==> config.mk <==
export PLATFORM = sky130hd
export DESIGN_NAME = cascaded_interrupt_routing
export DESIGN_NICKNAME = d
export VERILOG_FILES = /design/src/hw/cascade_pkg.sv /design/src/hw/cascaded_interrupt_routing.sv /design/src/hw/irq_core.sv
export SDC_FILE = /design/constraint.sdc
export NUM_CORES = 1
export LEC_CHECK = 0
export BUFFER_PORTS_ARGS = -buffer_cell sky130_fd_sc_hd__buf_2
export CAP_MARGIN = 15
export CORE_UTILIZATION = 30
export DETAILED_ROUTE_END_ITERATION = 8
export PLACE_DENSITY = 0.49
export SKIP_CTS_REPAIR_TIMING = 1
export SYNTH_ARGS = -nofsm -noshare
export SYNTH_HDL_FRONTEND = slang
export SYNTH_SLANG_ARGS = --single-unit
==> constraint.sdc <==
create_clock -name clk -period 4.4 [get_ports clk]
set_input_delay 0.44 -clock clk [delete_from_list [all_inputs] [get_ports clk]]
set_output_delay 0.44 -clock clk [all_outputs]
set_load 0.01 [all_outputs]
==> src/hw/cascade_pkg.sv <==
// Purpose: Shared constants and types for the cascaded interrupt routing
// Assumes: One 10 MHz clock, asynchronous active-low reset
// Notes: Source codes index the on-board source vector plus one
package cascade_pkg;
    localparam int NUM_LINES = 8;
    localparam int NUM_SRC = 8;
    localparam int NUM_TIMERS = 3;
    localparam int SEL_W = 4;
    // On-board source vector positions
    localparam int SRC_RX = 0;
    localparam int SRC_TX = 1;
    localparam int SRC_T0 = 2;
    localparam int SRC_MATH_SERVICE_REQUEST = 5;
    localparam int SRC_END = 6;
    localparam int SRC_ERR = 7;
    // Bus line select codes: 0 leaves the line alone, n picks source n-1
    localparam logic [3:0] SEL_NONE = 4'h0;
    localparam logic [3:0] SEL_MAX = 4'h8;
    localparam logic [2:0] CASCADE_INPUT = 3'h7;
    localparam logic [7:0] MASTER_VEC_BASE = 8'h40;
    localparam logic [7:0] SLAVE_VEC_BASE = 8'h48;
    localparam logic CPU_TWO_PULSE = 1'b0;
    localparam logic CPU_ONE_PULSE = 1'b1;
    localparam logic END_POL_TRUE = 1'b0;
    localparam logic END_POL_INVERT = 1'b1;
    localparam logic [7:0] VEC_RESET = 8'h00;
    localparam logic [7:0] OE_N_RESET = 8'hff;
    typedef enum logic [3:0] {
        ST_IDLE = 4'h1,
        ST_FIRST = 4'h2,
        ST_GAP = 4'h4,
        ST_SECOND = 4'h8
    } ack_state_e;
endpackage : cascade_pkg

==> src/hw/cascaded_interrupt_routing.sv <==
// Purpose: Master and slave interrupt controllers with routing and
//          acknowledge glue for a bus slave board
// Assumes: Bus pins and on-board sources are asynchronous to clk
// Notes: Open-drain outputs drive low while their enable_n is low
`timescale 1ns/1ps
// Summary of operation
// - While an acknowledge sequence runs the phantom line is driven.
// - On-board memory is disabled during acknowledge whatever the options.
// - The cpu type input picks a one-pulse or two-pulse acknowledge.
// - Master and slave controllers watch 8 bus lines and 7 board sources.
// - Master inputs win over anything arriving through the slave.
// - Bus lines 0 to 6 feed master inputs 0 to 6, the slave feeds input 7.
// - Slave inputs take line 7, timers 0 to 2, service, end, tx, rx.
// - Any local source can be routed onto any bus vectored line.
// - The math end signal passes a polarity selector before routing.
// - The math error output reaches only the bus lines, never the slave.
// - Three timer sections have their gates and outputs brought out.
// - A timer gate left undriven reads as enabled.
module cascaded_interrupt_routing
    import cascade_pkg::*;
(
    input wire logic clk,
    input wire logic rst_n,
    input wire logic [7:0] vi_n_in,
    output logic [7:0] vi_n_out,
    output logic [7:0] vi_n_oe_n,
    output logic int_n_out,
    output logic int_n_oe_n,
    input wire logic intack_n,
    input wire logic eoi_master,
    input wire logic eoi_slave,
    input wire logic cpu_type_select,
    input wire logic end_polarity_select,
    input wire logic [31:0] bus_line_routing_header,
    input wire logic [7:0] slave_input_routing_header,
    input wire logic phantom_disable_option,
    input wire logic phantom_enable_option,
    input wire logic phantom_n_in,
    output logic phantom_n_out,
    output logic phantom_n_oe_n,
    output logic mem_disable,
    output logic [7:0] vector_out,
    output logic vector_valid,
    input wire logic [2:0] timer_out_in,
    input wire logic math_service_request,
    input wire logic math_end,
    input wire logic math_error,
    input wire logic serial_tx_ready,
    input wire logic serial_rx_ready,
    input wire logic [2:0] timer_gate_in,
    input wire logic [2:0] timer_gate_driven,
    output logic [2:0] timer_gate,
    output logic [2:0] timer_out
);
    typedef struct packed {
        logic [7:0] src_s1;
        logic [7:0] src_s2;
        logic [7:0] vi_s1;
        logic [7:0] vi_s2;
        logic [5:0] gate_s1;
        logic [5:0] gate_s2;
        logic ack_s1;
        logic ack_s2;
        logic ack_d;
        logic phan_s1;
        logic phan_s2;
        ack_state_e state;
        logic [7:0] vi_oe_n;
        logic int_oe_n;
        logic phantom_oe_n;
        logic mem_dis;
        logic [7:0] vector;
        logic vec_valid;
        logic [2:0] tgate;
        logic [2:0] tout;
    } top_s;

    top_s cur_ff;
    top_s nxt_cur;
    logic [7:0] srcv;
    logic [7:0] m_req;
    logic [7:0] s_req;
    logic m_int;
    logic s_int;
    logic [2:0] m_best;
    logic [2:0] s_best;
    logic ack_now;
    logic ack_rise;
    logic take;

    assign ack_now = ~cur_ff.ack_s2;
    assign ack_rise = ack_now & ~cur_ff.ack_d;
    assign take = ack_rise && (cur_ff.state == ST_IDLE);

    always_comb
    begin
        srcv = cur_ff.src_s2;
        srcv[SRC_END] = cur_ff.src_s2[SRC_END] ^
                        end_polarity_select;
        m_req = {s_int, ~cur_ff.vi_s2[6:0]};
        s_req = {srcv[SRC_RX], srcv[SRC_TX], srcv[SRC_END], srcv[SRC_MATH_SERVICE_REQUEST],
                 srcv[SRC_T0 + 2], srcv[SRC_T0 + 1], srcv[SRC_T0],
                 ~cur_ff.vi_s2[7]} & slave_input_routing_header;
    end

    irq_core u_master
    (
        .clk(clk),
        .rst_n(rst_n),
        .req(m_req),
        .take(take),
        .eoi(eoi_master),
        .int_req(m_int),
        .best(m_best)
    );

    irq_core u_slave
    (
        .clk(clk),
        .rst_n(rst_n),
        .req(s_req),
        .take(take && m_int && (m_best == CASCADE_INPUT)),
        .eoi(eoi_slave),
        .int_req(s_int),
        .best(s_best)
    );

    always_comb
    begin
        logic [3:0] sel;
        logic drive;
        logic ack_busy;
        sel = SEL_NONE;
        drive = 1'b0;
        ack_busy = 1'b0;
        nxt_cur = cur_ff;
        nxt_cur.src_s1 = {math_error, math_end, math_service_request,
                          timer_out_in, serial_tx_ready, serial_rx_ready};
        nxt_cur.src_s2 = cur_ff.src_s1;
        nxt_cur.vi_s1 = vi_n_in;
        nxt_cur.vi_s2 = cur_ff.vi_s1;
        nxt_cur.gate_s1 = {timer_gate_driven, timer_gate_in};
        nxt_cur.gate_s2 = cur_ff.gate_s1;
        nxt_cur.ack_s1 = intack_n;
        nxt_cur.ack_s2 = cur_ff.ack_s1;
        nxt_cur.ack_d = ack_now;
        nxt_cur.phan_s1 = phantom_n_in;
        nxt_cur.phan_s2 = cur_ff.phan_s1;
        for (int l = 0; l < NUM_LINES; l++)
        begin
            sel = bus_line_routing_header[l * SEL_W +: SEL_W];
            drive = 1'b0;
            if (sel != SEL_NONE && sel <= SEL_MAX)
            begin
                drive = srcv[3'(sel - 4'h1)];
            end
            nxt_cur.vi_oe_n[l] = ~drive;
        end
        for (int t = 0; t < NUM_TIMERS; t++)
        begin
            nxt_cur.tgate[t] = cur_ff.gate_s2[3 + t] ?
                               cur_ff.gate_s2[t] : 1'b1;
        end
        nxt_cur.tout = cur_ff.src_s2[SRC_T0 +: 3];
        nxt_cur.int_oe_n = ~m_int;
        case (cur_ff.state)
            ST_IDLE:
            begin
                nxt_cur.vec_valid = 1'b0;
                if (ack_rise)
                begin
                    nxt_cur.state = ST_FIRST;
                    if (m_int && m_best == CASCADE_INPUT)
                    begin
                        nxt_cur.vector = SLAVE_VEC_BASE +
                                         {5'h00, s_best};
                    end
                    else
                    begin
                        nxt_cur.vector = MASTER_VEC_BASE +
                                         {5'h00, m_best};
                    end
                    nxt_cur.vec_valid = (cpu_type_select == CPU_ONE_PULSE);
                end
            end
            ST_FIRST:
            begin
                if (!ack_now)
                begin
                    nxt_cur.vec_valid = 1'b0;
                    nxt_cur.state = (cpu_type_select == CPU_ONE_PULSE) ?
                                    ST_IDLE : ST_GAP;
                end
            end
            ST_GAP:
            begin
                if (ack_rise)
                begin
                    nxt_cur.state = ST_SECOND;
                    nxt_cur.vec_valid = 1'b1;
                end
            end
            ST_SECOND:
            begin
                if (!ack_now)
                begin
                    nxt_cur.state = ST_IDLE;
                    nxt_cur.vec_valid = 1'b0;
                end
            end
            default:
            begin
                nxt_cur.state = ST_IDLE;
                nxt_cur.vec_valid = 1'b0;
            end
        endcase
        ack_busy = (nxt_cur.state != ST_IDLE);
        nxt_cur.phantom_oe_n = ~ack_busy;
        nxt_cur.mem_dis = ack_busy ||
            (phantom_disable_option && !cur_ff.phan_s2) ||
            (phantom_enable_option && cur_ff.phan_s2);
    end

    always_ff @(posedge clk or negedge rst_n)
    begin
        if (!rst_n)
        begin
            cur_ff <= '0;
            cur_ff.src_s1 <= 8'h00;
            cur_ff.vi_s1 <= 8'hff;
            cur_ff.vi_s2 <= 8'hff;
            cur_ff.ack_s1 <= 1'b1;
            cur_ff.ack_s2 <= 1'b1;
            cur_ff.phan_s1 <= 1'b1;
            cur_ff.phan_s2 <= 1'b1;
            cur_ff.state <= ST_IDLE;
            cur_ff.vi_oe_n <= OE_N_RESET;
            cur_ff.int_oe_n <= 1'b1;
            cur_ff.phantom_oe_n <= 1'b1;
            cur_ff.vector <= VEC_RESET;
            cur_ff.tgate <= 3'h7;
        end
        else
        begin
            cur_ff <= nxt_cur;
        end
    end

    assign vi_n_out = 8'h00;
    assign vi_n_oe_n = cur_ff.vi_oe_n;
    assign int_n_out = 1'b0;
    assign int_n_oe_n = cur_ff.int_oe_n;
    assign phantom_n_out = 1'b0;
    assign phantom_n_oe_n = cur_ff.phantom_oe_n;
    assign mem_disable = cur_ff.mem_dis;
    assign vector_out = cur_ff.vector;
    assign vector_valid = cur_ff.vec_valid;
    assign timer_gate = cur_ff.tgate;
    assign timer_out = cur_ff.tout;
endmodule : cascaded_interrupt_routing

==> src/hw/irq_core.sv <==
// Purpose: One fixed-priority interrupt controller, input 0 highest
// Assumes: Requests are level, high active, on the clk domain
// Notes: A take marks the best request in service; eoi clears the top one
`timescale 1ns/1ps
module irq_core
    import cascade_pkg::*;
(
    input wire logic clk,
    input wire logic rst_n,
    input wire logic [7:0] req,
    input wire logic take,
    input wire logic eoi,
    output logic int_req,
    output logic [2:0] best
);
    typedef struct packed {
        logic [7:0] isr;
    } core_s;

    core_s cur_ff;
    core_s nxt_cur;

    always_comb
    begin
        logic blk;
        logic [7:0] allowed;
        logic [7:0] pend;
        logic [7:0] clr;
        logic hit;
        blk = 1'b0;
        allowed = 8'h00;
        pend = 8'h00;
        clr = 8'h00;
        hit = 1'b0;
        best = 3'h0;
        nxt_cur = cur_ff;
        for (int i = 0; i < 8; i++)
        begin
            allowed[i] = ~blk;
            blk = blk | cur_ff.isr[i];
        end
        pend = req & ~cur_ff.isr & allowed;
        int_req = |pend;
        for (int i = 7; i >= 0; i--)
        begin
            if (pend[i])
            begin
                best = 3'(i);
            end
        end
        for (int i = 0; i < 8; i++)
        begin
            if (cur_ff.isr[i] && !hit)
            begin
                clr[i] = 1'b1;
                hit = 1'b1;
            end
        end
        if (eoi)
        begin
            nxt_cur.isr = nxt_cur.isr & ~clr;
        end
        if (take && int_req)
        begin
            nxt_cur.isr[best] = 1'b1;
        end
    end

    always_ff @(posedge clk or negedge rst_n)
    begin
        if (!rst_n)
        begin
            cur_ff <= '0;
        end
        else
        begin
            cur_ff <= nxt_cur;
        end
    end
endmodule : irq_core
== After elaboration in Yosys (flattened, before gate mapping) ==
Index checks and enable logic that the tools add are counted.
Cells by class
  add/sub/neg operators: 10
  order comparisons: 20
  equal/unequal tests: 8
  muxes and demuxes: 90
  bitwise gates (word level): 55
  reduce and logical (&&, ||, !) cells: 61
Operators by type and width (count)
  $and A8 B8 Y8: 7
  $mux W1: 52
  $mux W3: 17
  $lt A3 B4 Y1 const B: 10
  $mux W8: 5
  $le A4 B4 Y1 const B: 8
  $not A8 Y8: 4
  $reduce_bool A4 Y1: 8
  $logic_and A1 B1 Y1: 31
  $not A1 Y1: 27
  $bmux W1 S3: 8
  $sub A3 B1 Y3 const B: 8
  $add A7 B3 Y8 const A: 2
  $mux W4: 4
  $or A8 B8 Y8: 2
  $pmux W4 S4: 1
  $reduce_or A8 Y1: 2
  $logic_not A1 Y1: 15
  $or A1 B1 Y1: 12
  $not A7 Y7: 1
  $demux W1 S3: 2
  $ge A3 B1 Y1 const B: 2
  $eq A4 B1 Y1 const B: 1
  $eq A4 B2 Y1 const B: 1
  12 further kinds: 14
Storage, ports and cells
  register bits: 95
  output and inout port bits: 36
  word-level logic and storage cells: 266

== Depth between registers and ports, before layout ==
Gate-level depths: netlist of the first run.
  word-level depth: 27
  mapped depth: 7
  depth with buffers taken out: 7

== Hierarchy ==
A second synthesis of the first run with hierarchy kept.
Unflattened totals
  cell total of the unflattened synthesis: 427
  area total of the unflattened synthesis: 4717.0 um^2
By module, submodules not included
  cascaded_interrupt_routing: instances 1, cells an instance 301, area each 3681.0 um^2
  irq_core at u_master: instances 1, cells an instance 62, area each 521.8 um^2
  irq_core at u_slave: instances 1, cells an instance 64, area each 514.2 um^2

== Worst setup path after synthesis of the first run ==
No wires, ideal clock.
  kind: register to register
  from: reg cur_ff[26] (netlist name)
  to: reg u_slave.cur_ff[0] (netlist name)
  data arrival time: 2.083 ns
  required time: 4.305 ns
  slack: 2.221 ns
  stages on the path, launching flop included: 7
  buffers on the path: 0
  period minus slack after synthesis: 2.179 ns
  cells stage by stage: dfstp_2 > or3b_2 > nor2_1 > nand3_1 > a211oi_4 > nand3_2 > o32ai_2
RTL lines
  from (decl): RTL line cascaded_interrupt_routing.sv:78  | top_s cur_ff;
  from (signal assigned): RTL line cascaded_interrupt_routing.sv:245  | cur_ff <= nxt_cur;
  to (signal assigned): RTL line irq_core.sv:77  | cur_ff <= nxt_cur;
  to (decl): RTL line irq_core.sv:20  | core_s cur_ff;

== Final worst setup path of the first run ==
  from: reg cur_ff[69] (netlist name)
  to: reg cur_ff, in the netlist vector_out[2]
On the way
  word-level cells in the longest chain between the ends: 18
RTL lines
  $xor A1 B1 Y1 *: RTL line cascaded_interrupt_routing.sv:98  | srcv[SRC_END] = cur_ff.src_s2[SRC_END] ^
  $and A8 B8 Y8 *: RTL line cascaded_interrupt_routing.sv:103  | ~cur_ff.vi_s2[7]} & slave_input_routing_header;
  $and A8 B8 Y8 * (2 in series): RTL line irq_core.sv:42  | pend = req & ~cur_ff.isr & allowed;
  parallel branches: the longest is 13 deep, another holds $add A7 B3 Y8
  $mux W8 *: RTL line cascaded_interrupt_routing.sv:173  | if (m_int && m_best == CASCADE_INPUT)
Every way passes the cells marked *.
A chain may end at the register's enable or synchronous reset.

==> results.py, run 1 <==
metrics = {
    "clock_tree": {
        "clk_latency_ns": 0.35,
        "clockBufferDepth": 2,
        "htreeDepth": 3,
        "tritoncts": "yes",
        "cts_root_buf": "clkbuf_16",
        "numCtsBuffers": 9,
        "cts.sinks": 92,
        "path_clk_slew_ns": 0.07,
    },
    "timing": {
        "period_needed_ns": 2.524,
        "max-slew-margin-rel_pct": 43.96,
        "rsz0062_at_grt": "false",
        "tightest_slew_ns": 0.8406,
        "hold_violations": 0,
        "finalSetupViolCount": 0,
        "finalSetupTns_ns": 0,
        "max_freq_ghz": 0.3962,
        "slew_violations": 0,
        "timing.final.crit_share_pct": 57.36,
        "clock_skew_ns": 0.007418,
    },
    "cells_and_area": {
        "final_util_pct": 36.07,
        "stdcell_area_mm2": 0.005504,
        "nets": 571,
        "drive_gt1_share_pct": 36.68,
        "diodes": 0,
        "area_growth_pct": 17.15,
    },
    "critical_path": {
        "critPathLaunchType": "flip-flop",
        "crit_type": "reg2reg",
        "worstPathMaxFanout": 11,
        "cp-end-kind": "flip-flop",
        "critical_path_required_ns": 4.62,
        "cp.arrival_ns": 2.74,
    },
    "detailed_routing": {
        "first_pass_iters": 4,
        "via_count": 3294,
        "routed_via_density": 4.712,
        "drc": 0,
        "wirelength_um": 10350,
        "antenna_left": 0,
        "wl_per_cell_um": 14.80,
        "drt_iter0_drc": 144,
    },
    "synthesis": {
        "synthAdderAreaFrac_pct": 4.261,
        "ys_types": 64,
        "synth.most_common_cell": "dfrtp_1",
        "yosys-top-cells-area": "dfrtp_1, dfstp_2, mux4_2, buf_4, ha_1",
        "synth_area_per_cell_um2": 11.69,
        "synth_compound_area_share_pct": 11.85,
        "synth_edf_count": 0,
        "netlist.top_cell.by_area": "dfrtp_1",
        "synth-simple-area-share_pct": 13.77,
        "yosysTopAreaCellShare_pct": 30.89,
        "ys_seq_elements": 92,
        "synth_top_family_by_area": "simple AND/OR/NAND/NOR gates",
        "synth_cells": 402,
        "synth_area_mm2": 0.004698,
        "synth_flop_cell": "dfrtp_1",
        "yosys-top-cells-count": "dfrtp_1, dfstp_2, buf_4",
        "synth_xor_area_share_pct": 1.305,
        "synth_seq_area_share_pct": 49.91,
        "yosysWarnings": 0,
        "muxShareOfSynthArea_pct": 11.32,
        "synthArstFlopShare_pct": 100.0,
    },
    "flow_run": {
        "drv_cap": 0,
    },
    "global_routing": {
        "grt_first_pass_wirelength_um": 16700,
        "overflow": 0,
        "antenna_found_initial": 0,
        "grt_use_total_pct": 13.50,
        "grt_max_degree": 68,
        "grt_pass1_vias": 3260,
    },
    "pwr": {
        "power_density_mw_per_mm2": 393.2,
        "power.leakage_nw": 2.442,
        "ir_drop_uv": 246.5,
        "p_total_mw": 2.164,
    },
    "place": {
        "io_buffers": 94,
        "gp_congestion": 0.8202,
        "dp_hpwl_um": 7722,
        "place_area_mm2": 0.005221,
    },
    "floorplanning": {
        "core_area_mm2": 0.01526,
        "die_w_um": 127.1,
        "die_area_mm2": 0.01617,
        "ios": 108,
        "num_rows": 45,
        "die_y_um": 127.1,
        "start_util_pct": 30.79,
    },
    "run_status": {
        "status": "complete, no violations",
    },
    "hold_path": {
        "hold_path_class": "in2async",
    },
}
-- placed cells by master (no fill, tap or decap), drive strengths merged, types with 3 or more instances in the layout --
cell type	synthesis	layout
dfrtp	58	58
ha	16	16
o21ai	24	24
o31ai	6	6
nand3	9	9
xor2	7	7
nor4b	3	3
buf	33	95
a22oi	3	3
and3	3	3
nor3b	11	11
a211oi	4	4
nor3	10	10
clkbuf	4	9
a21oi	17	17
nand3b	3	3
dfstp	34	34
nand2	26	26
a22o	4	4
nor2	25	25
nor4	3	3
mux4	16	16
or3	4	4
inv	23	28
a221oi	3	3
nand2b	7	7
mux2i	16	16
conb	1	13
-- worst max-delay path: stages (launching register included) --
cell and delay [ns]:
dfrtp_1 0.37, xor2_1 0.65, a32o_1 0.35, o2111ai_1 0.17, a31oi_2 0.48, nor3b_1 0.28, o31ai_1 0.10
-- routing by layer --
metal | part of all wire [%] | vias to the layer above | track usage (%)
li1 | - | 1573 | -
met1 | 47 | 1610 | 17.38
met2 | 47 | 101 | 21.72
met3 | 5.4 | 10 | 4.481
met4 | 1.1 | 0 | 3.711
met5 | 0 | - | 0
-- final timing paths --
check	slack, ns	to	from	cells past startpoint
setup / recovery	1.88	vector_out[2]$_DFFE_PN0P_	cur_ff[69]$_DFF_PN0_	6
min in group clk	0.19	cur_ff[56]$_DFF_PN1_	vi_n_in[1]	1
hold / removal	0.19	timer_out[1]$_DFF_PN0_	rst_n	1
setup reg to reg	1.88	vector_out[2]$_DFFE_PN0P_	cur_ff[69]$_DFF_PN0_	6
hold reg to reg	0.35	cur_ff[39]$_DFF_PN0_	cur_ff[45]$_DFF_PN0_	0
max in group asynchronous	3.29	int_n_oe_n$_DFF_PN1_	rst_n	2
-- flip-flops by register name, indices dropped and copies added (netlist names) --
register / cells
phantom_n_oe_n: 1
timer_out: 3
cur_ff: 53
int_n_oe_n: 1
vi_n_oe_n: 8
mem_disable: 1
u_slave.cur_ff: 8
vector_out: 5
vector_valid: 1
u_master.cur_ff: 8
timer_gate: 3
-- final cells by class --
class | count | area [um2]
Clock buffer | 9 | 225.2
Clock inverter | 7 | 57.56
Fill cell | 1527 | 9754
Inverter | 23 | 86.33
Multi-Input combinational cell | 262 | 2046
Sequential cell | 92 | 2345
Tap cell | 211 | 264.0
Timing Repair Buffer | 95 | 480.5
-- power breakdown --
group	leakage, nW	switching (mW)	internal (mW)	total, mW
Sequential	1.08	0.0551	0.926	0.981
Combinational	1.23	0.246	0.190	0.436
Clock	0.137	0.354	0.393	0.747
Total	2.44	0.655	1.51	2.16
-- kinds of logic after synthesis --
logic type,count (synthesis)
adder cells (fa/ha/maj),16
other,1
AND/OR/NAND/NOR,114
flip-flops,92
XOR/XNOR,7
buffers and inverters,60
multiplexers,33
AO/OA/AOI/OAI,79
-- through the flow --
stage / hold WS, ns / cells / worst slack (ns)
after floorplan: 0.1444 / 414 / 2.221
after global placement: 0.3335 / 683 / 1.790
after detailed placement: 0.3347 / 683 / 1.711
after CTS: 0.1691 / 699 / 1.909
after global routing: 0.1590 / 699 / 1.774
final: 0.1863 / 699 / 1.876
Note: power is estimated with default switching activity, not from simulation.
==> run 2: changes to the inputs <==
Settings changed: PLACE_DENSITY 0.49 to 0.5.
Clock period 4.4 ns to 2 ns, I/O delays scaled along.
==> results.py, run 2 (synthesis gave the netlist of run 1 again) <==
metrics = {
    "critical_path": {
        "cp.arrival_ns": 2.40,
        "worstPathMaxFanout": 5,
        "critical_path_required_ns": 2.25,
        "r2r_start": "u_slave.cur_ff[0]$_DFF_PN0_",
        "crit_type": "reg2reg",
        "r2r.worst_path.cells": 7,
        "cp-end-kind": "flip-flop",
        "critPathLaunchType": "flip-flop",
        "regToRegSetupSlack_ns": -0.16,
        "timing.rr.end": "u_slave.cur_ff[0]$_DFF_PN0_",
    },
    "detailed_routing": {
        "antenna_left": 0,
        "wl_per_cell_um": 14.68,
        "drc": 0,
        "wirelength_um": 11260,
        "routed_via_density": 4.698,
        "drt_iter0_drc": 142,
        "first_pass_iters": 4,
        "via_count": 3603,
    },
    "hold_path": {
        "min_to": "vi_n_oe_n[0]$_DFF_PN1_",
        "worstHoldStart": "bus_line_routing_header[3]",
        "holdPathStages": 2,
        "hold_path_class": "in2reg",
    },
    "clock_tree": {
        "numCtsBuffers": 9,
        "cts_root_buf": "clkbuf_16",
        "cts.sinks": 92,
        "htreeDepth": 3,
        "clockBufferDepth": 2,
        "path_clk_slew_ns": 0.07,
        "tritoncts": "yes",
        "clk_latency_ns": 0.35,
    },
    "timing": {
        "hold_violations": 0,
        "timing.final.crit_share_pct": 107.8,
        "period_needed_ns": 2.156,
        "finalSetupViolCount": 16,
        "rsz0062_at_grt": "true",
        "setup_slack_ns": -0.1565,
        "clock_skew_ns": 0.009665,
        "holdWs_ns": 0.006407,
        "slew_violations": 0,
        "finalSetupTns_ns": -1.394,
        "max_freq_ghz": 0.4637,
    },
    "pwr": {
        "clockPowerShare_pct": 32.5,
        "power_switching_mw": 1.508,
        "pwr-share-seq_pct": 41.9,
        "ir_drop_uv": 584.2,
        "power.leakage_nw": 2.790,
        "p_total_mw": 5.067,
        "p_comb_share_pct": 25.6,
        "power_density_mw_per_mm2": 818.5,
        "p_sw_share_pct": 29.76,
        "p_int_mw": 3.559,
    },
    "floorplanning": {
        "die_area_mm2": 0.01617,
        "die_y_um": 127.1,
        "start_util_pct": 30.79,
        "ios": 108,
        "num_rows": 45,
        "core_area_mm2": 0.01526,
        "die_w_um": 127.1,
    },
    "global_routing": {
        "grt_pass1_vias": 3526,
        "grt_use_total_pct": 14.30,
        "overflow": 0,
        "antenna_found_initial": 0,
        "grt_first_pass_wirelength_um": 17650,
        "grt_max_degree": 33,
    },
    "place": {
        "gp_congestion": 0.8377,
        "place_area_mm2": 0.005593,
        "dp_hpwl_um": 8506,
        "io_buffers": 94,
        "placed_cells": 724,
    },
    "cells_and_area": {
        "top_register": "cur_ff",
        "mostFrequentLayoutCells": "buf_2, dfrtp_1, buf_4",
        "nets": 639,
        "drive_gt1_share_pct": 41.91,
        "area_growth_pct": 31.77,
        "largest_register_ffs": 53,
        "stdcell_area_mm2": 0.006191,
        "layout_commonest_cell": "buf_2",
        "fillers": 1475,
        "diodes": 0,
        "stdcell_count": 767,
    },
    "run_status": {
        "status": "finished, violations left",
        "violations": "negative setup slack",
    },
    "flow_run": {
        "drv_cap": 0,
    },
}
==> run 2: changes by cell type in the layout (fill, tap and decap cells not counted), sizes merged <==
cell / change
clkinv: +2
inv: -3
clkbuf: +1
buf: +42
dlygate4sd3: +26
==> run 2: worst max-delay path by stage <==
stage	start	end	slack, ns	cells past startpoint
2_1_floorplan	u_master.cur_ff[0]$_DFF_PN0_	u_slave.cur_ff[0]$_DFF_PN0_	0.01	7
3_3_place_gp	u_master.cur_ff[2]$_DFF_PN0_	u_slave.cur_ff[0]$_DFF_PN0_	-0.07	7
3_5_place_dp	u_master.cur_ff[2]$_DFF_PN0_	u_slave.cur_ff[0]$_DFF_PN0_	-0.15	7
4_1_cts	u_master.cur_ff[2]$_DFF_PN0_	u_slave.cur_ff[0]$_DFF_PN0_	-0.16	7
5_1_grt	u_slave.cur_ff[0]$_DFF_PN0_	u_slave.cur_ff[0]$_DFF_PN0_	-0.26	7
6_report	u_slave.cur_ff[0]$_DFF_PN0_	u_slave.cur_ff[0]$_DFF_PN0_	-0.16	7
==> run 2: area by class of cell <==
cell class | instances | area (um2) | share of cell area [%]
tap | 211 | 264.0 | 4.264
inverter | 23 | 86.33 | 1.395
multi-input combinational | 262 | 2132 | 34.44
sequential | 92 | 2346 | 37.89
clock buffer | 10 | 239.0 | 3.860
timing repair buffer | 163 | 1076 | 17.38
clock inverter | 6 | 47.55 | 0.7680
==> run 2: power groups by stage <==
stage / Clock [mW] / Combinational, mW / Sequential [mW]
floorplan: 0 / 0.774 / 2.15
global placement: 0 / 1.19 / 2.16
detailed placement: 0 / 1.21 / 2.15
CTS: 1.72 / 1.22 / 2.12
global route: 1.78 / 1.42 / 2.14
finish: 1.65 / 1.30 / 2.12
==> run 2: through the flow <==
step	util, %	setup slack (ns)
floorplan	-	0.01377
global placement	36.65	-0.07032
detailed placement	36.65	-0.1478
CTS	38.53	-0.1589
global route	40.57	-0.2558
finish	40.57	-0.1565
==> run 2: worst max-delay path, stage by stage, from the launching register on <==
cell      delay (ns)
dfrtp_2         0.44
or4_4           0.58
nor2_4          0.15
o21ai_2         0.09
buf_6           0.13
a211oi_4        0.27
nand3_2         0.14
o32ai_2         0.25
==> run 2: routing by layer <==
layer / track usage, % / vias to the layer above / share of wire [%]
li1: - / 1704 / -
met2: 24.18 / 108 / 49
met5: 0 / - / 0
met1: 17.79 / 1780 / 44
met3: 3.894 / 11 / 5.6
met4: 4.482 / 0 / 1.2
